[src/pkg/pmps_defs.svh]
// Offsets, field positions, reset values and counts for the privileged-mode pipeline sync block
`ifndef PMPS_DEFS_SVH
`define PMPS_DEFS_SVH
`define PMPS_OFF_ICTL 8'h00
`define PMPS_OFF_ACTL 8'h04
`define PMPS_OFF_SHIFT 8'h08
`define PMPS_OFF_DATA 8'h0c
`define PMPS_OFF_ICLR 8'h10
`define PMPS_OFF_PCTR 8'h14
`define PMPS_OFF_PCFG 8'h18
`define PMPS_OFF_ISTAT 8'h1c
`define PMPS_OFF_IMASK 8'h20
`define PMPS_OFF_STATE 8'h24
`define PMPS_ICTL_SBE_LSB 8
`define PMPS_ICTL_SBE_MASK 32'h0000fcff
`define PMPS_ICTL_WVA_BIT 0
`define PMPS_ICTL_SDE_BIT 1
`define PMPS_ACTL_WVA_BIT 0
`define PMPS_ICTL_RST 32'h00000300
`define PMPS_ACTL_RST 32'h00000000
`define PMPS_SHIFT_BITS 6
`define PMPS_SHIFT_REPS 11
`define PMPS_SB_TAG_MASK 8'h51
`define PMPS_SB_TAG_BASE 8'h40
`define PMPS_INT_PCTR 0
`define PMPS_INT_OVF_STUCK 1
`define PMPS_INT_MISPRED 2
`define PMPS_INT_NUM 3
`define PMPS_PCTR_W 20
`define PMPS_RAS_DEPTH 8
`endif

[src/pkg/pmps_pkg.sv]
// Types shared by the privileged-mode pipeline sync block
package pmps_pkg;
	typedef enum logic [2:0] {
		PMPS_BR_NONE,
		PMPS_BR_CALL,
		PMPS_BR_JUMP,
		PMPS_BR_RET,
		PMPS_BR_COR
	} pmps_br_kind_t;
	typedef enum {
		PMPS_CH_IDLE,
		PMPS_CH_SHIFT
	} pmps_chain_st_t;
endpackage

[src/rtl/pmps_ras.sv]
// Return-address stack with push and pop for the privileged-mode predictor
`timescale 1ns/100ps
module pmps_ras #(
	parameter int DEPTH = 8,
	parameter int AW = 32
) (
	input wire logic clk_in,
	input wire logic rst_n_in,
	input wire logic push_in,
	input wire logic [AW-1:0] push_addr_in,
	input wire logic pop_in,
	output logic [AW-1:0] top_out,
	output logic empty_out
);
	localparam int PW = $clog2(DEPTH);
	logic [AW-1:0] mem [DEPTH];
	logic [PW:0] cnt_q;
	logic [PW-1:0] ptr_q;

	initial begin
		if (DEPTH < 2 || (DEPTH & (DEPTH - 1)) != 0) begin
			$error("pmps_ras DEPTH must be a power of two >= 2");
		end
	end

	// Circular stack: overflow overwrites the oldest entry rather than stalling
	always_ff @(posedge clk_in or negedge rst_n_in) begin
		if (!rst_n_in) begin
			ptr_q <= '0;
			cnt_q <= '0;
		end else if (push_in) begin
			ptr_q <= ptr_q + 1'b1;
			if (cnt_q != (PW+1)'(DEPTH)) begin
				cnt_q <= cnt_q + 1'b1;
			end
		end else if (pop_in && cnt_q != '0) begin
			ptr_q <= ptr_q - 1'b1;
			cnt_q <= cnt_q - 1'b1;
		end
	end

	// Storage has no reset; the count guards stale entries
	always_ff @(posedge clk_in) begin
		if (push_in) begin
			mem[ptr_q] <= push_addr_in;
		end
	end

	assign top_out = mem[ptr_q - 1'b1];
	assign empty_out = (cnt_q == '0);
endmodule

[src/rtl/pmps_top.sv]
// Privileged-mode prediction, internal-register write sync and counter overflow logic
//
// Local design decisions: the placing of the registers and register access over AXI4-Lite.
`timescale 1ns/100ps
`include "pmps_defs.svh"
module pmps_top #(
	parameter int AW = 32,
	parameter int RAS_DEPTH = `PMPS_RAS_DEPTH,
	parameter int PCTR_W = `PMPS_PCTR_W
) (
	input wire logic CLK_IN,
	input wire logic RST_N_IN,
	// AXI4-Lite slave
	input wire logic [7:0] AWADDR_IN,
	input wire logic AWVALID_IN,
	output logic AWREADY_OUT,
	input wire logic [31:0] WDATA_IN,
	input wire logic [3:0] WSTRB_IN,
	input wire logic WVALID_IN,
	output logic WREADY_OUT,
	output logic [1:0] BRESP_OUT,
	output logic BVALID_OUT,
	input wire logic BREADY_IN,
	input wire logic [7:0] ARADDR_IN,
	input wire logic ARVALID_IN,
	output logic ARREADY_OUT,
	output logic [31:0] RDATA_OUT,
	output logic [1:0] RRESP_OUT,
	output logic RVALID_OUT,
	input wire logic RREADY_IN,
	// Pipeline side
	input wire logic PRIV_MODE_IN,
	input wire logic BR_VALID_IN,
	input wire logic BR_PRIV_IN,
	input wire pmps_pkg::pmps_br_kind_t BR_KIND_IN,
	input wire logic [AW-1:0] BR_HINT_IN,
	input wire logic BR_HINT_PRIV_IN,
	input wire logic TRAP_IN,
	input wire logic [AW-1:0] EXC_PC_IN,
	input wire logic FETCH_BLOCK_IN,
	input wire logic RETIRE_IN,
	input wire logic ITLB_TAG_WR_IN,
	input wire logic ITLB_ENTRY_WR_IN,
	input wire logic [AW-1:0] ITLB_WDATA_IN,
	input wire logic CHAIN_BIT_IN,
	input wire logic PCTR_EVENT_IN,
	input wire logic EXT_IRQ_IN,
	output logic PRED_VALID_OUT,
	output logic PRED_MISS_OUT,
	output logic [AW-1:0] PRED_TARGET_OUT,
	output logic PRED_PRIV_OUT,
	output logic PIPE_STALL_OUT,
	output logic [7:0] SCOREBOARD_OUT,
	output logic ITLB_WE_OUT,
	output logic [AW-1:0] ITLB_TAG_OUT,
	output logic [AW-1:0] ITLB_ENTRY_OUT,
	output logic WIDE_VA_OUT,
	output logic CHAIN_SHIFT_OUT,
	output logic PCTR_OVF_OUT,
	output logic EXT_IRQ_GATED_OUT,
	output logic IRQ_OUT
);
	import pmps_pkg::*;

	initial begin
		if (PCTR_W < 8 || PCTR_W > 32 || AW < 8 || AW > 32) begin
			$error("pmps_top width parameters out of range");
		end
	end

	// ------------------------------------------------------------
	// Register bus
	// ------------------------------------------------------------
	logic [7:0] aw_addr_q;
	logic aw_have_q;
	logic [31:0] w_data_q;
	logic [3:0] w_strb_q;
	logic w_have_q;
	logic wr_fire;
	logic [31:0] wr_val;
	logic [31:0] ictl_q;
	logic [31:0] actl_q;
	logic [31:0] actl_pend_q;
	logic actl_pend_v_q;
	logic [31:0] iclr_pend_q;
	logic iclr_pend_v_q;
	logic [PCTR_W-1:0] pctr_q;
	logic pctr_en_q;
	logic [`PMPS_INT_NUM-1:0] istat_q;
	logic [`PMPS_INT_NUM-1:0] imask_q;
	logic [`PMPS_INT_NUM-1:0] ev;
	logic [5:0] chain_sh_q;
	logic [5:0] chain_data_q;
	logic [3:0] chain_cnt_q;
	logic [3:0] chain_reps_q;
	pmps_chain_st_t chain_st_q;
	logic stall_q;

	// Merge byte lanes into an old value
	function automatic logic [31:0] merge(input logic [31:0] old, input logic [31:0] nw, input logic [3:0] st);
		logic [31:0] r;
		r = old;
		for (int i = 0; i < 4; i++) begin
			if (st[i]) begin
				r[i*8 +: 8] = nw[i*8 +: 8];
			end
		end
		return r;
	endfunction

	assign wr_fire = aw_have_q && w_have_q && !BVALID_OUT;

	// Address and data are latched independently so either may arrive first
	always_ff @(posedge CLK_IN or negedge RST_N_IN) begin
		if (!RST_N_IN) begin
			aw_have_q <= 1'b0;
			w_have_q <= 1'b0;
			aw_addr_q <= 8'h00;
			w_data_q <= 32'h00000000;
			w_strb_q <= 4'h0;
			AWREADY_OUT <= 1'b0;
			WREADY_OUT <= 1'b0;
			BVALID_OUT <= 1'b0;
			BRESP_OUT <= 2'b00;
		end else begin
			AWREADY_OUT <= !aw_have_q && !AWREADY_OUT && AWVALID_IN;
			WREADY_OUT <= !w_have_q && !WREADY_OUT && WVALID_IN;
			if (AWVALID_IN && AWREADY_OUT) begin
				aw_have_q <= 1'b1;
				aw_addr_q <= AWADDR_IN;
			end
			if (WVALID_IN && WREADY_OUT) begin
				w_have_q <= 1'b1;
				w_data_q <= WDATA_IN;
				w_strb_q <= WSTRB_IN;
			end
			if (wr_fire) begin
				aw_have_q <= 1'b0;
				w_have_q <= 1'b0;
				BVALID_OUT <= 1'b1;
				BRESP_OUT <= (aw_addr_q > `PMPS_OFF_STATE || aw_addr_q[1:0] != 2'b00) ? 2'b10 : 2'b00;
			end else if (BVALID_OUT && BREADY_IN) begin
				BVALID_OUT <= 1'b0;
			end
		end
	end

	// Read channel; unmapped addresses answer SLVERR with zero data
	always_ff @(posedge CLK_IN or negedge RST_N_IN) begin
		if (!RST_N_IN) begin
			ARREADY_OUT <= 1'b0;
			RVALID_OUT <= 1'b0;
			RDATA_OUT <= 32'h00000000;
			RRESP_OUT <= 2'b00;
		end else begin
			ARREADY_OUT <= !RVALID_OUT && !ARREADY_OUT && ARVALID_IN;
			if (ARVALID_IN && ARREADY_OUT) begin
				RVALID_OUT <= 1'b1;
				RRESP_OUT <= 2'b00;
				unique case (ARADDR_IN)
					`PMPS_OFF_ICTL: RDATA_OUT <= ictl_q;
					`PMPS_OFF_ACTL: RDATA_OUT <= actl_q;
					`PMPS_OFF_SHIFT: RDATA_OUT <= {24'h000000, chain_reps_q, chain_cnt_q};
					`PMPS_OFF_DATA: RDATA_OUT <= {26'h0000000, chain_data_q};
					`PMPS_OFF_PCTR: RDATA_OUT <= 32'(pctr_q);
					`PMPS_OFF_PCFG: RDATA_OUT <= {31'h00000000, pctr_en_q};
					`PMPS_OFF_ISTAT: RDATA_OUT <= 32'(istat_q);
					`PMPS_OFF_IMASK: RDATA_OUT <= 32'(imask_q);
					`PMPS_OFF_STATE: RDATA_OUT <= {29'h00000000, iclr_pend_v_q, actl_pend_v_q, stall_q};
					`PMPS_OFF_ICLR: RDATA_OUT <= 32'h00000000;
					default: begin
						RDATA_OUT <= 32'h00000000;
						RRESP_OUT <= 2'b10;
					end
				endcase
			end else if (RVALID_OUT && RREADY_IN) begin
				RVALID_OUT <= 1'b0;
			end
		end
	end

	// ------------------------------------------------------------
	// Internal register writes and retire-time sync
	// ------------------------------------------------------------
	logic wr_ictl;
	logic wr_actl;
	logic wr_iclr;
	logic blk_since_ictl_q;
	logic blk_since_actl_q;
	assign wr_ictl = wr_fire && aw_addr_q == `PMPS_OFF_ICTL;
	assign wr_actl = wr_fire && aw_addr_q == `PMPS_OFF_ACTL;
	assign wr_iclr = wr_fire && aw_addr_q == `PMPS_OFF_ICLR;

	// Instruction control applies at once; a repeat identical write in a later block stalls
	always_ff @(posedge CLK_IN or negedge RST_N_IN) begin
		if (!RST_N_IN) begin
			ictl_q <= `PMPS_ICTL_RST;
			blk_since_ictl_q <= 1'b0;
		end else begin
			if (FETCH_BLOCK_IN) begin
				blk_since_ictl_q <= 1'b1;
			end
			if (wr_ictl) begin
				ictl_q <= merge(ictl_q, w_data_q, w_strb_q);
				blk_since_ictl_q <= 1'b0;
			end
		end
	end

	// Address control is held pending until the write retires
	always_ff @(posedge CLK_IN or negedge RST_N_IN) begin
		if (!RST_N_IN) begin
			actl_q <= `PMPS_ACTL_RST;
			actl_pend_q <= `PMPS_ACTL_RST;
			actl_pend_v_q <= 1'b0;
			blk_since_actl_q <= 1'b0;
		end else begin
			if (FETCH_BLOCK_IN) begin
				blk_since_actl_q <= 1'b1;
			end
			if (actl_pend_v_q && RETIRE_IN) begin
				actl_q <= actl_pend_q;
				actl_pend_v_q <= 1'b0;
			end
			if (wr_actl) begin
				actl_pend_q <= merge(actl_pend_v_q ? actl_pend_q : actl_q, w_data_q, w_strb_q);
				actl_pend_v_q <= 1'b1;
				blk_since_actl_q <= 1'b0;
			end
		end
	end

	// Interrupt-clear write waits for retire; clears matching status bits
	always_ff @(posedge CLK_IN or negedge RST_N_IN) begin
		if (!RST_N_IN) begin
			iclr_pend_q <= 32'h00000000;
			iclr_pend_v_q <= 1'b0;
		end else begin
			if (iclr_pend_v_q && RETIRE_IN) begin
				iclr_pend_v_q <= 1'b0;
			end
			if (wr_iclr) begin
				iclr_pend_q <= w_data_q;
				iclr_pend_v_q <= 1'b1;
			end
		end
	end

	// Stall sources; a repeated write holds the pipe until the first retires
	always_ff @(posedge CLK_IN or negedge RST_N_IN) begin
		if (!RST_N_IN) begin
			stall_q <= 1'b0;
		end else if (wr_ictl && blk_since_ictl_q && merge(ictl_q, w_data_q, w_strb_q) == ictl_q) begin
			stall_q <= 1'b1;
		end else if (wr_actl && blk_since_actl_q && actl_pend_v_q) begin
			stall_q <= 1'b1;
		end else if (wr_iclr && iclr_pend_v_q) begin
			stall_q <= 1'b1;
		end else if (RETIRE_IN) begin
			stall_q <= 1'b0;
		end
	end

	// ------------------------------------------------------------
	// Translation buffer staging
	// ------------------------------------------------------------
	logic tag_stage_v_q;
	logic entry_pend_q;
	logic [AW-1:0] entry_data_q;
	// Tag goes to staging; scoreboard bits 0,4,6 block a second tag until entry write retires
	always_ff @(posedge CLK_IN or negedge RST_N_IN) begin
		if (!RST_N_IN) begin
			ITLB_TAG_OUT <= '0;
			ITLB_ENTRY_OUT <= '0;
			ITLB_WE_OUT <= 1'b0;
			SCOREBOARD_OUT <= 8'h00;
			tag_stage_v_q <= 1'b0;
			entry_pend_q <= 1'b0;
			entry_data_q <= '0;
		end else begin
			ITLB_WE_OUT <= 1'b0;
			if (ITLB_TAG_WR_IN && !tag_stage_v_q) begin
				ITLB_TAG_OUT <= ITLB_WDATA_IN;
				tag_stage_v_q <= 1'b1;
				SCOREBOARD_OUT <= `PMPS_SB_TAG_MASK;
			end
			// Entry write is held until it retires, so a flushed write never reaches the buffer
			if (ITLB_ENTRY_WR_IN && tag_stage_v_q) begin
				entry_data_q <= ITLB_WDATA_IN;
				entry_pend_q <= 1'b1;
			end
			if (entry_pend_q && RETIRE_IN) begin
				ITLB_ENTRY_OUT <= entry_data_q;
				ITLB_WE_OUT <= 1'b1;
				tag_stage_v_q <= 1'b0;
				entry_pend_q <= 1'b0;
				SCOREBOARD_OUT <= 8'h00;
			end
		end
	end

	// ------------------------------------------------------------
	// Cache-box chain shifter
	// ------------------------------------------------------------
	logic wr_shift;
	assign wr_shift = wr_fire && aw_addr_q == `PMPS_OFF_SHIFT;
	// Each command shifts 6 bits in serially; the reps counter tracks the eleven passes
	always_ff @(posedge CLK_IN or negedge RST_N_IN) begin
		if (!RST_N_IN) begin
			chain_st_q <= PMPS_CH_IDLE;
			chain_sh_q <= 6'h00;
			chain_data_q <= 6'h00;
			chain_cnt_q <= 4'h0;
			chain_reps_q <= 4'h0;
			CHAIN_SHIFT_OUT <= 1'b0;
		end else begin
			unique case (chain_st_q)
				PMPS_CH_IDLE: begin
					CHAIN_SHIFT_OUT <= 1'b0;
					if (wr_shift) begin
						chain_st_q <= PMPS_CH_SHIFT;
						chain_cnt_q <= 4'(`PMPS_SHIFT_BITS);
						CHAIN_SHIFT_OUT <= 1'b1;
					end
				end
				PMPS_CH_SHIFT: begin
					chain_sh_q <= {chain_sh_q[4:0], CHAIN_BIT_IN};
					chain_cnt_q <= chain_cnt_q - 4'h1;
					if (chain_cnt_q == 4'h1) begin
						chain_st_q <= PMPS_CH_IDLE;
						CHAIN_SHIFT_OUT <= 1'b0;
						chain_data_q <= {chain_sh_q[4:0], CHAIN_BIT_IN};
						chain_reps_q <= (chain_reps_q == 4'(`PMPS_SHIFT_REPS - 1)) ? 4'h0 : chain_reps_q + 4'h1;
					end
				end
			endcase
		end
	end

	// ------------------------------------------------------------
	// Prediction
	// ------------------------------------------------------------
	logic [AW-1:0] ras_top;
	logic ras_empty;
	logic ras_pop;
	logic nat_ret;
	assign nat_ret = BR_VALID_IN && BR_PRIV_IN && BR_KIND_IN == PMPS_BR_RET && !BR_HINT_PRIV_IN;
	assign ras_pop = nat_ret && !ras_empty;

	pmps_ras #(
		.DEPTH(RAS_DEPTH),
		.AW(AW)
	) u_ras (
		.clk_in(CLK_IN),
		.rst_n_in(RST_N_IN),
		.push_in(TRAP_IN),
		.push_addr_in(EXC_PC_IN),
		.pop_in(ras_pop),
		.top_out(ras_top),
		.empty_out(ras_empty)
	);

	// Predicted target per branch kind and mode
	always_ff @(posedge CLK_IN or negedge RST_N_IN) begin
		if (!RST_N_IN) begin
			PRED_VALID_OUT <= 1'b0;
			PRED_MISS_OUT <= 1'b0;
			PRED_TARGET_OUT <= '0;
			PRED_PRIV_OUT <= 1'b0;
		end else begin
			PRED_VALID_OUT <= BR_VALID_IN && BR_KIND_IN != PMPS_BR_NONE;
			PRED_MISS_OUT <= 1'b0;
			PRED_TARGET_OUT <= BR_HINT_IN;
			PRED_PRIV_OUT <= PRIV_MODE_IN;
			if (BR_VALID_IN && !BR_PRIV_IN && PRIV_MODE_IN) begin
				PRED_MISS_OUT <= 1'b1;
			end else if (BR_VALID_IN && BR_PRIV_IN && BR_KIND_IN == PMPS_BR_RET) begin
				PRED_PRIV_OUT <= 1'b0;
				if (BR_HINT_PRIV_IN || ras_empty) begin
					PRED_MISS_OUT <= 1'b1;
				end else begin
					PRED_TARGET_OUT <= ras_top;
				end
			end else if (BR_VALID_IN && BR_PRIV_IN) begin
				PRED_TARGET_OUT <= BR_HINT_IN;
				PRED_PRIV_OUT <= BR_HINT_PRIV_IN && PRIV_MODE_IN;
			end
		end
	end

	// ------------------------------------------------------------
	// Performance counter and interrupts
	// ------------------------------------------------------------
	logic at_ovf;
	logic wr_pctr;
	assign at_ovf = &pctr_q;
	assign wr_pctr = wr_fire && aw_addr_q == `PMPS_OFF_PCTR;

	// Enabled: wrap clears; disabled at top: count not updated, overflow repeats
	always_ff @(posedge CLK_IN or negedge RST_N_IN) begin
		if (!RST_N_IN) begin
			pctr_q <= '0;
			pctr_en_q <= 1'b0;
			PCTR_OVF_OUT <= 1'b0;
		end else begin
			PCTR_OVF_OUT <= 1'b0;
			if (wr_fire && aw_addr_q == `PMPS_OFF_PCFG && w_strb_q[0]) begin
				pctr_en_q <= w_data_q[0];
			end
			if (wr_pctr) begin
				pctr_q <= PCTR_W'(w_data_q);
			end else if (pctr_en_q && PCTR_EVENT_IN) begin
				pctr_q <= pctr_q + 1'b1;
				if (at_ovf) begin
					pctr_q <= '0;
					PCTR_OVF_OUT <= 1'b1;
				end
			end else if (!pctr_en_q && at_ovf) begin
				PCTR_OVF_OUT <= 1'b1;
			end
		end
	end

	assign ev[`PMPS_INT_PCTR] = pctr_en_q && PCTR_EVENT_IN && at_ovf && !wr_pctr;
	assign ev[`PMPS_INT_OVF_STUCK] = !pctr_en_q && at_ovf;
	assign ev[`PMPS_INT_MISPRED] = BR_VALID_IN && !BR_PRIV_IN && PRIV_MODE_IN;

	// Status is sticky, cleared by writing one or by a retired clear; set wins
	always_ff @(posedge CLK_IN or negedge RST_N_IN) begin
		if (!RST_N_IN) begin
			istat_q <= '0;
			imask_q <= '0;
		end else begin
			if (wr_fire && aw_addr_q == `PMPS_OFF_IMASK) begin
				imask_q <= w_data_q[`PMPS_INT_NUM-1:0];
			end
			istat_q <= (istat_q
				& ~((wr_fire && aw_addr_q == `PMPS_OFF_ISTAT) ? w_data_q[`PMPS_INT_NUM-1:0] : '0)
				& ~((iclr_pend_v_q && RETIRE_IN) ? iclr_pend_q[`PMPS_INT_NUM-1:0] : '0))
				| ev;
		end
	end

	// Outgoing pipeline flags; overflow blocks the external interrupt request while it lasts
	always_ff @(posedge CLK_IN or negedge RST_N_IN) begin
		if (!RST_N_IN) begin
			IRQ_OUT <= 1'b0;
			EXT_IRQ_GATED_OUT <= 1'b0;
			PIPE_STALL_OUT <= 1'b0;
			WIDE_VA_OUT <= 1'b0;
		end else begin
			IRQ_OUT <= |(istat_q & imask_q);
			EXT_IRQ_GATED_OUT <= EXT_IRQ_IN && !ev[`PMPS_INT_PCTR] && !ev[`PMPS_INT_OVF_STUCK];
			PIPE_STALL_OUT <= stall_q;
			WIDE_VA_OUT <= actl_q[`PMPS_ACTL_WVA_BIT] | ictl_q[`PMPS_ICTL_WVA_BIT];
		end
	end
endmodule

[config.mk]
export PLATFORM = sky130hd
export DESIGN_NAME = pmps_top
export DESIGN_NICKNAME = d
export VERILOG_FILES = /design/src/pkg/pmps_pkg.sv /design/src/rtl/pmps_ras.sv /design/src/rtl/pmps_top.sv
export VERILOG_INCLUDE_DIRS = /design/src /design/src/pkg
export SDC_FILE = /design/constraint.sdc
export NUM_CORES = 1
export LEC_CHECK = 0
export BUFFER_PORTS_ARGS = -buffer_cell sky130_fd_sc_hd__buf_2
export CAP_MARGIN = 20
export CORE_AREA = 2 2 185 369
export CTS_BUF_LIST = sky130_fd_sc_hd__clkbuf_8
export CTS_CLUSTER_SIZE = 14
export DETAILED_ROUTE_END_ITERATION = 7
export DIE_AREA = 0 0 187 371
export GPL_TIMING_DRIVEN = 0
export SYNTH_ARGS = -nofsm -noshare
export SYNTH_HDL_FRONTEND = slang
export SYNTH_HIERARCHICAL = 1
export SYNTH_SLANG_ARGS = --single-unit
[constraint.sdc]
create_clock -name CLK_IN -period 6.5 [get_ports CLK_IN]
set_clock_uncertainty 0.2 [all_clocks]
set_input_delay 0.65 -clock CLK_IN [delete_from_list [all_inputs] [get_ports CLK_IN]]
set_output_delay 0.65 -clock CLK_IN [all_outputs]
set_load 0.05 [all_outputs]
Word-level counts from Yosys, hierarchy flattened. Memories as Yosys holds them, arrays and structs flattened. Index checks and enable logic that the tools add are counted.

Flip-flop bits (word level): 424. Memory bits (writable): 256. Input port bits: 170. Output and inout bits: 155. Word-level logic and storage cells: 264. Memories kept: 1.

Memories: u_ras.mem (depth 8, width 32, read ports 1, clocked after memory_dff 0, wr ports 1, line pmps_ras.sv:16) `logic [AW-1:0] mem [DEPTH];`.

Add/sub/neg operators: 7. $lt $le $gt $ge: 1. Equal/unequal tests: 29. Muxes and demuxes: 72. Bitwise operators: 7. Reduce and logical (&&, ||, !) cells: 94.

Operators with widths (number): 32-bit case mux with 9 select lines (1); 32-bit 2-to-1 mux (6); 8-bit 2-to-1 mux (10); 8-bit by 5-bit == test with 1-bit output, second input constant (8); 32-bit case mux with 2 select lines (1); 20-bit 2-to-1 mux (3); 1-bit logical AND (47); 1-bit 2-to-1 mux (38); 32-bit by 1-bit == test with 1-bit output, second input constant (1); 32-bit == test (1); 32-bit zero test (1); 2-bit nonzero test (13); 8-bit by 4-bit == test with 1-bit output, second input constant (3); 8-bit by 6-bit == test with 1-bit output, second input constant (3); 20-bit by 1-bit adder with 20-bit output, second input constant (1); 4-bit 2-to-1 mux (5); 20-bit AND reduction (1); 8-bit by 3-bit == test with 1-bit output, second input constant (2); 8-bit zero test (2); 1-bit zero test (15); 2-bit AND reduction (7); 3-bit 2-to-1 mux (4); 2-bit != test, second input constant (6); 10-bit OR reduction (1); 22 further kinds (30).

Depth between registers and ports, before layout. Gate-level depths: netlist (run 1).

Depth in word-level cells: 8. Depth in mapped cells: 9. Gate-level depth less buffers: 7.

By module. The synthesis (run 1) kept the hierarchy.

Modules (own cells, without submodules): pmps_top (times used 1, cells each 1276, area each 16133.0 µm²); pmps_ras (times used 1, cells each 431, area each 10362.4 µm²).

Worst setup path before layout (run 1). No wires, ideal clock.

Path kind: input to register. Start point: in TRAP_IN. End point: mem u_ras.mem[2][0] (enable). Arrival: 3260 ps. Slack: 2579 ps. Stages: 3. Buffers on the path: 1. Path through: clkbuf_1 > nand2_1 > nor3_1.

Cells in the longest elaborated chain, start to end: 2.

Ends and longest elaborated chain: start, declared (line pmps_top.sv:38) `input wire logic TRAP_IN,`; 1-bit 2-to-1 mux (line pmps_ras.sv:44) `if (push_in) begin`; 1-bit 2-to-1 mux (implied by the code) (line pmps_ras.sv:45) `mem[ptr_q] <= push_addr_in;`; end, declared (line pmps_ras.sv:16).

No other way between the ends.

Worst setup path after layout (run 1).
Start point: in BR_PRIV_IN. End point: reg u_ras.cnt_q[2].

Cells in the longest elaborated chain, start to end: 7.

Ends and longest elaborated chain: start, declared (line pmps_top.sv:34) `input wire logic BR_PRIV_IN,`; 1-bit logical AND (3 in a row) (line pmps_top.sv:347) `assign nat_ret = BR_VALID_IN && BR_PRIV_IN && BR_KIND_IN == PMPS_BR_RET && !BR_HINT_PRIV_IN;`; 1-bit logical AND (line pmps_top.sv:348) `assign ras_pop = nat_ret && !ras_empty;`; named net ras_pop (line pmps_top.sv:345) `logic ras_pop;`; 1-bit logical AND (line pmps_ras.sv:36) `end else if (pop_in && cnt_q != '0) begin`; 2-bit nonzero test (no line); 2-bit AND reduction (no line); end signal, assigned (line pmps_ras.sv:34) `cnt_q <= cnt_q + 1'b1;`; end signal, assigned (line pmps_ras.sv:38) `cnt_q <= cnt_q - 1'b1;`; end, declared (line pmps_ras.sv:17) `logic [PW:0] cnt_q;`.

The timed path passes the listed nets, and every way through them passes these cells. A chain may end at the register's enable or synchronous reset.

==> results.toml, run 1 <==
[detailed_routing]
routed.top_layer = "met5"
route.vias.total = 17050
route.met3.wl_um = 3279
met1_length_um = 24270
drtIter0Drc = 861
drtPass1Iterations = 7
ant_nets = 0
via_per_inst = 5.220
route.detailed.drc = 0
wl_um = 71870
met2WireLength_um = 40260
wire_per_inst_um = 22.00

[global_routing]
grt_usage_pct = 20.83
overflow = 0
grt_start_max_net_pins = 119
grt_pass1_vias = 18610
antenna_found_initial = 9
grt_pass1_wl_um = 108200

[clock_tree]
clkSlewWorstSetupHoldPaths_ns = 0.06
cts-root-buf = "clkbuf_8"
cts_tree = "yes"
cts_made_buffers = 93
cts_max_path_buffers = 3
cts_sinks = 639
postCtsSetupRepairBufs = 0
h-tree-depth = 3
post_cts_resized = 0
clk_latency_ns = 0.74
cts_hold_buf = 160

[sta]
fin_hold_ws_ns = 0.1438
slew_viol_final = 0
fin_crit_sh_pct = 53.60
maxSlewHeadroom_pct = 28.78
worst_pin_slew_ns = 1.068
fmax_ghz = 0.2870
setup_viol = 0
fin_setup_tns_ns = 0
min_period_ns = 3.484
finalHoldViolCount = 0
rsz0062_at_grt = "false"

[critical_path]
cp_max_fo = 13
path_class = "in2reg"
critical_path.max_stage_delay_ns = 0.81
crit_chain = "dlygate4sd3_1 -> buf_2 -> nand2_1 -> or3_1 -> nor3_2 -> buf_2 -> o41a_1 -> nor2_1 -> mux2_2"
crit_top_cell = "buf_2"
cp-start-kind = "input pin"
end_kind = "flop"
arrival_ns = 3.88
cp.required_ns = 6.90
cp_slowest_cell = "nor3_2"

[synthesis]
syn_avg_cell_area_um2 = 15.52
async_flop_share_pct = 59.94
yosysTopAreaCellShare_pct = 35.98
synth_top_flop_cell = "dfrtp_1"
yosysUniqueCellTypes = 81
syn-cell-area_um2 = 26500
yosysWarnings = 6
netlist_top_cells_count = "dfrtp_1 (381), mux2_2 (289), edfxtp_1 (256)"
yosysMostFrequentCell = "dfrtp_1"
yosysTopAreaCell = "dfrtp_1"
syn_inst = 1707
ys_seq_area_share_pct = 65.20
synth_area_leaders = "dfrtp_1 (36%), edfxtp_1 (29%), mux2_2 (12%)"
ys_ff_latch = 639
synth_edf_count = 256

[cells_and_area]
seq_area_um2 = 17270
multi_input_area_um2 = 8693
nFillCells = 5728
fin_nets = 2482
layoutNonFillerInstCount = 3267
layout-drive-gt1-share_pct = 35.50
synthToLayoutAreaGrowth_pct = 24.88
final_core_util_pct = 49.71
finalInstanceArea_um2 = 33090

[flow_run]
maxCapViolations = 0

[die]
rows = 134
coreArea_um2 = 66560
die_w_um = 187
pin_count = 325
dieArea_um2 = 69380
die_h_um = 371
initial_core_util_pct = 39.81

[place]
place_hpwl_um = 51440
placed_area_um2 = 29570
numPortBuffers = 316
place.gp.congestion = 0.9262
dp_cells = 2930

[power]
power_density_nw_per_um2 = 433.3
vdd_ir_drop_max_uv = 326.5
p_leak_nw = 13.89

[hold_path]
hold_path_class = "in2reg"

[status]
outcome = "completed"
-- per-layer routing --
| layer | vias up | global-route usage, % |
|---|---|---|
| li1 | 7657 | - |
| met1 | 8598 | 20.07 |
| met2 | 593 | 40.59 |
| met3 | 195 | 3.690 |
| met4 | 10 | 12.68 |
| met5 | - | 0 |
-- critical path, delay by kind of cell --
kind	cells	cell delay [ns]
AOI/OAI and AO/OA	1	0.34
buffers and inverters	3	1.22
muxes	1	0.27
and+or+nand+nor	4	1.38
-- layout by cell type (no fill, tap or decap), types with 14 or more instances in the layout --
cell	n
mux4_1	54
dfrtp_1	381
xnor2_1	23
o21ai_0	24
dlygate4sd3_1	160
buf_4	17
clkinv_2	14
mux2_2	289
a21oi_1	62
edfxtp_1	256
clkbuf_8	109
o21ai_1	30
a31oi_1	18
buf_1	17
nand2_1	85
mux2i_1	33
clkbuf_1	35
nand2b_1	14
nand3_1	17
inv_1	62
nor2_1	80
buf_2	331
-- layout make-up --
type,count,area share [%]
Tap cell,884,3.343
Buffer,93,1.482
Antenna cell,3,0.02269
Timing Repair Buffer,496,10.62
Multi-Input combinational cell,950,26.27
Sequential cell,639,52.21
Clock inverter,62,1.165
Inverter,31,0.3517
Clock buffer,109,4.534
-- stage by stage --
step / setup slack (ns) / total power [W]
final: 3.016 / 0.01434
after global routing: 2.960 / 0.01501
after CTS: 3.080 / 0.01449
after detailed placement: 2.833 / 0.01111
after global placement: -3.096 / 0.01090
after floorplan: 2.579 / 0.009313
-- kinds of logic after synthesis --
| logic type | Yosys count | synth area share (%) |
|---|---|---|
| AOI/OAI and AO/OA | 218 | 5.308 |
| xor gates and xnor gates | 33 | 1.091 |
| adders and majority gates | 8 | 0.4061 |
| buffers and inverters | 124 | 2.290 |
| DFF | 639 | 65.20 |
| muxes | 390 | 19.99 |
| other | 1 | 0.01415 |
| and+or+nand+nor | 294 | 5.705 |
-- sequential cells by signal, summed over array words and instances (netlist names), 5 cells and up --
| signal | flops |
|---|---|
| chain_sh_q | 5 |
| PRED_TARGET_OUT | 32 |
| pctr_q | 20 |
| RDATA_OUT | 32 |
| chain_data_q | 6 |
| ictl_q | 32 |
| ITLB_TAG_OUT | 32 |
| w_data_q | 32 |
| actl_pend_q | 32 |
| entry_data_q | 32 |
| ITLB_ENTRY_OUT | 32 |
| actl_q | 32 |
| aw_addr_q | 8 |
| u_ras/mem | 256 |
-- worst paths after layout --
kind / from / depth (start not counted) / slack [ns] / end
worst min-delay path: TRAP_IN / 3 / 0.14 / u_ras/ptr_q[0]$_DFFE_PN0P_
min in group asynchronous: RST_N_IN / 2 / 0.24 / PRED_TARGET_OUT[30]$_DFF_PN0_
worst max-delay path: BR_PRIV_IN / 9 / 3.02 / u_ras/cnt_q[2]$_DFFE_PN0P_
max in group asynchronous: RST_N_IN / 4 / 4.33 / actl_q[10]$_DFFE_PN0P_
worst max register to register: u_ras/ptr_q[0]$_DFFE_PN0P_ / 9 / 3.17 / PRED_TARGET_OUT[15]$_DFF_PN0_
worst min register to register: w_have_q$_DFFE_PN0P_ / 1 / 0.26 / WREADY_OUT$_DFF_PN0_
-- power by group --
part,internal (W),switching [W]
registers,0.00515,0.000619
clock network,0.00169,0.00156
logic,0.00212,0.00320
total,0.00896,0.00537
No activity file was read; power rests on OpenSTA's default activity.
==> inputs of run 2 (changes only) <==
==> constraint.sdc (replaced) <==
create_clock -name CLK_IN -period 3.63 [get_ports CLK_IN]
set_clock_uncertainty 0.2 [all_clocks]
set_input_delay 0.363 -clock CLK_IN [delete_from_list [all_inputs] [get_ports CLK_IN]]
set_output_delay 0.363 -clock CLK_IN [all_outputs]
set_load 0.05 [all_outputs]
==> run 2 against run 1 <==
  * Non-clock buffer count up 12
  * Largest cell class unchanged
  * Die area unchanged
  * Register-to-register slack worse by 2.9 ns
  * Via count down 0.61%
  * Setup slack worse by 2.8 ns
  * First-iteration DRC count up 3.5%
  * Critical path depth unchanged
==> results.toml, run 2 (same netlist as run 1, synthesis figures left out) <==
[cells_and_area]
fin_nets = 2493
mostFrequentLayoutCells = "dfrtp_1 (381), buf_2 (331), mux2_2 (289)"
nFillCells = 5734
finalInstanceArea_um2 = 33160
synthToLayoutAreaGrowth_pct = 25.17
regMostFlops = "u_ras/mem"
final_common_cell = "dfrtp_1"
largest_reg_flops = 256
layoutNonFillerInstCount = 3274
layout-drive-gt1-share_pct = 35.05

[die]
coreArea_um2 = 66560
initial_core_util_pct = 39.81
pin_count = 325
die_h_um = 371
rows = 134
die_w_um = 187
dieArea_um2 = 69380

[sta]
finalHoldViolCount = 0
slew_viol_final = 0
maxSlewHeadroom_pct = 18.97
fmax_ghz = 0.2968
setup_viol = 0
rsz0062_at_grt = "false"
fin_hold_ws_ns = 0.02842
setup_ws_ns = 0.2610
min_period_ns = 3.369
worst_pin_slew_ns = 1.204
fin_crit_sh_pct = 92.81

[place]
dp_cells = 2929
placed_area_um2 = 29610
place_hpwl_um = 51380
numPortBuffers = 316
place.gp.congestion = 0.9057
place_ws_ns = 0.1704

[power]
switching_share_pct = 37.74
total_power_w = 0.02558
seqPwrFrac_pct = 40.4
power_frac_clock_pct = 21.9
power_density_nw_per_um2 = 771.3
power_frac_comb_pct = 37.7
vdd_ir_drop_max_uv = 642.5
p_leak_nw = 13.89
p_switching_w = 0.009653
internal-power_w = 0.01593

[global_routing]
grt_start_max_net_pins = 116
grt_use_met1_pct = 20.12
gr-usage-met2_pct = 40.86
grt_pass1_vias = 18730
grt_pass1_wl_um = 108900
grt_usage_pct = 20.99
overflow = 0
met3_usage_pct = 3.964
antenna_found_initial = 7
busiest_layer = "met2"

[clock_tree]
post_cts_resized = 0
h-tree-depth = 3
clkSlewWorstSetupHoldPaths_ns = 0.06
cts-root-buf = "clkbuf_8"
cts_max_path_buffers = 3
clk_latency_ns = 0.75
cts_tree = "yes"
cts_sinks = 639
cts_made_buffers = 92

[status]
outcome = "completed"

[critical_path]
cp_top_family = "buffers and inverters"
crit_buf_inv = 5
critical_path.max_stage_delay_ns = 0.59
path_class = "reg2reg"
cp_max_fo = 10
end_kind = "flop"
cp-start-kind = "flop"
crit_chain = "buf_6 -> buf_6 -> inv_1 -> ha_1 -> buf_2 -> buf_1 -> mux4_1 -> mux2_2 -> mux2_2"
cp_slowest_cell = "buf_1"
arrival_ns = 3.78
cp.required_ns = 4.04

[detailed_routing]
drtIter0Drc = 891
via_per_inst = 5.177
route.detailed.drc = 0
route.vias.total = 16950
wire_per_inst_um = 21.89
ant_nets = 0
drtPass1Iterations = 5
wl_um = 71680

[hold_path]
hold_path_class = "in2async"

[flow_run]
maxCapViolations = 0
## run 2: power by group through the flow
stage	clock network, W	registers [W]	logic [W]
2_1_floorplan	0	0.0117	0.00501
3_3_place_gp	0	0.0104	0.00915
3_5_place_dp	0	0.0105	0.00951
4_1_cts	0.00581	0.0103	0.00976
5_1_grt	0.00607	0.0105	0.0103
6_report	0.00561	0.0103	0.00964
## run 2: timing repair
action | in CTS | in global routing
hold buffers | 175 | 0
endpoints found under the setup margin | 0 | 0
buffers inserted | 0 | 0
endpoints found under the hold margin | 529 | 0
## run 2: metal layers
layer / routed length [um] / part of all wire, %
met5: 68 / 0.095
met2: 40280 / 56
met3: 3080 / 4.3
met4: 3749 / 5.2
met1: 24490 / 34
## run 2: final timing paths
path	to	cells after the start	startpoint	slack, ns
max	PRED_TARGET_OUT[22]$_DFF_PN0_	9	u_ras/ptr_q[0]$_DFFE_PN0P_	0.26
min	PRED_TARGET_OUT[24]$_DFF_PN0_	2	RST_N_IN	0.03
max reg2reg	PRED_TARGET_OUT[22]$_DFF_PN0_	9	u_ras/ptr_q[0]$_DFFE_PN0P_	0.26
min reg2reg	WREADY_OUT$_DFF_PN0_	1	w_have_q$_DFFE_PN0P_	0.26
max in group asynchronous	ictl_q[8]$_DFFE_PN1N_	4	RST_N_IN	1.64
min in group CLK_IN	RDATA_OUT[31]$_DFFE_PN0P_	4	ARADDR_IN[6]	0.08
## run 2: cell type report
type                    count  area, um2  area share, %
diodes                      2      5.005        0.01509
plain buffers              93      490.5          1.479
clock buffers             106       1459          4.399
clock inverters            61      325.3         0.9809
inverters                  31      116.4         0.3509
multi-input cells         950       8706          26.25
flip-flops and latches    639      17270          52.09
well taps                 884       1106          3.335
repair buffers            508       3682          11.10
## run 2: per-stage QoR
step                TNS [ns]  utilization, %
CTS                        0           49.80
floorplan                  0               -
global placement    -2317.79           43.89
finish                     0           49.83
global route               0           49.83
detailed placement         0           44.49
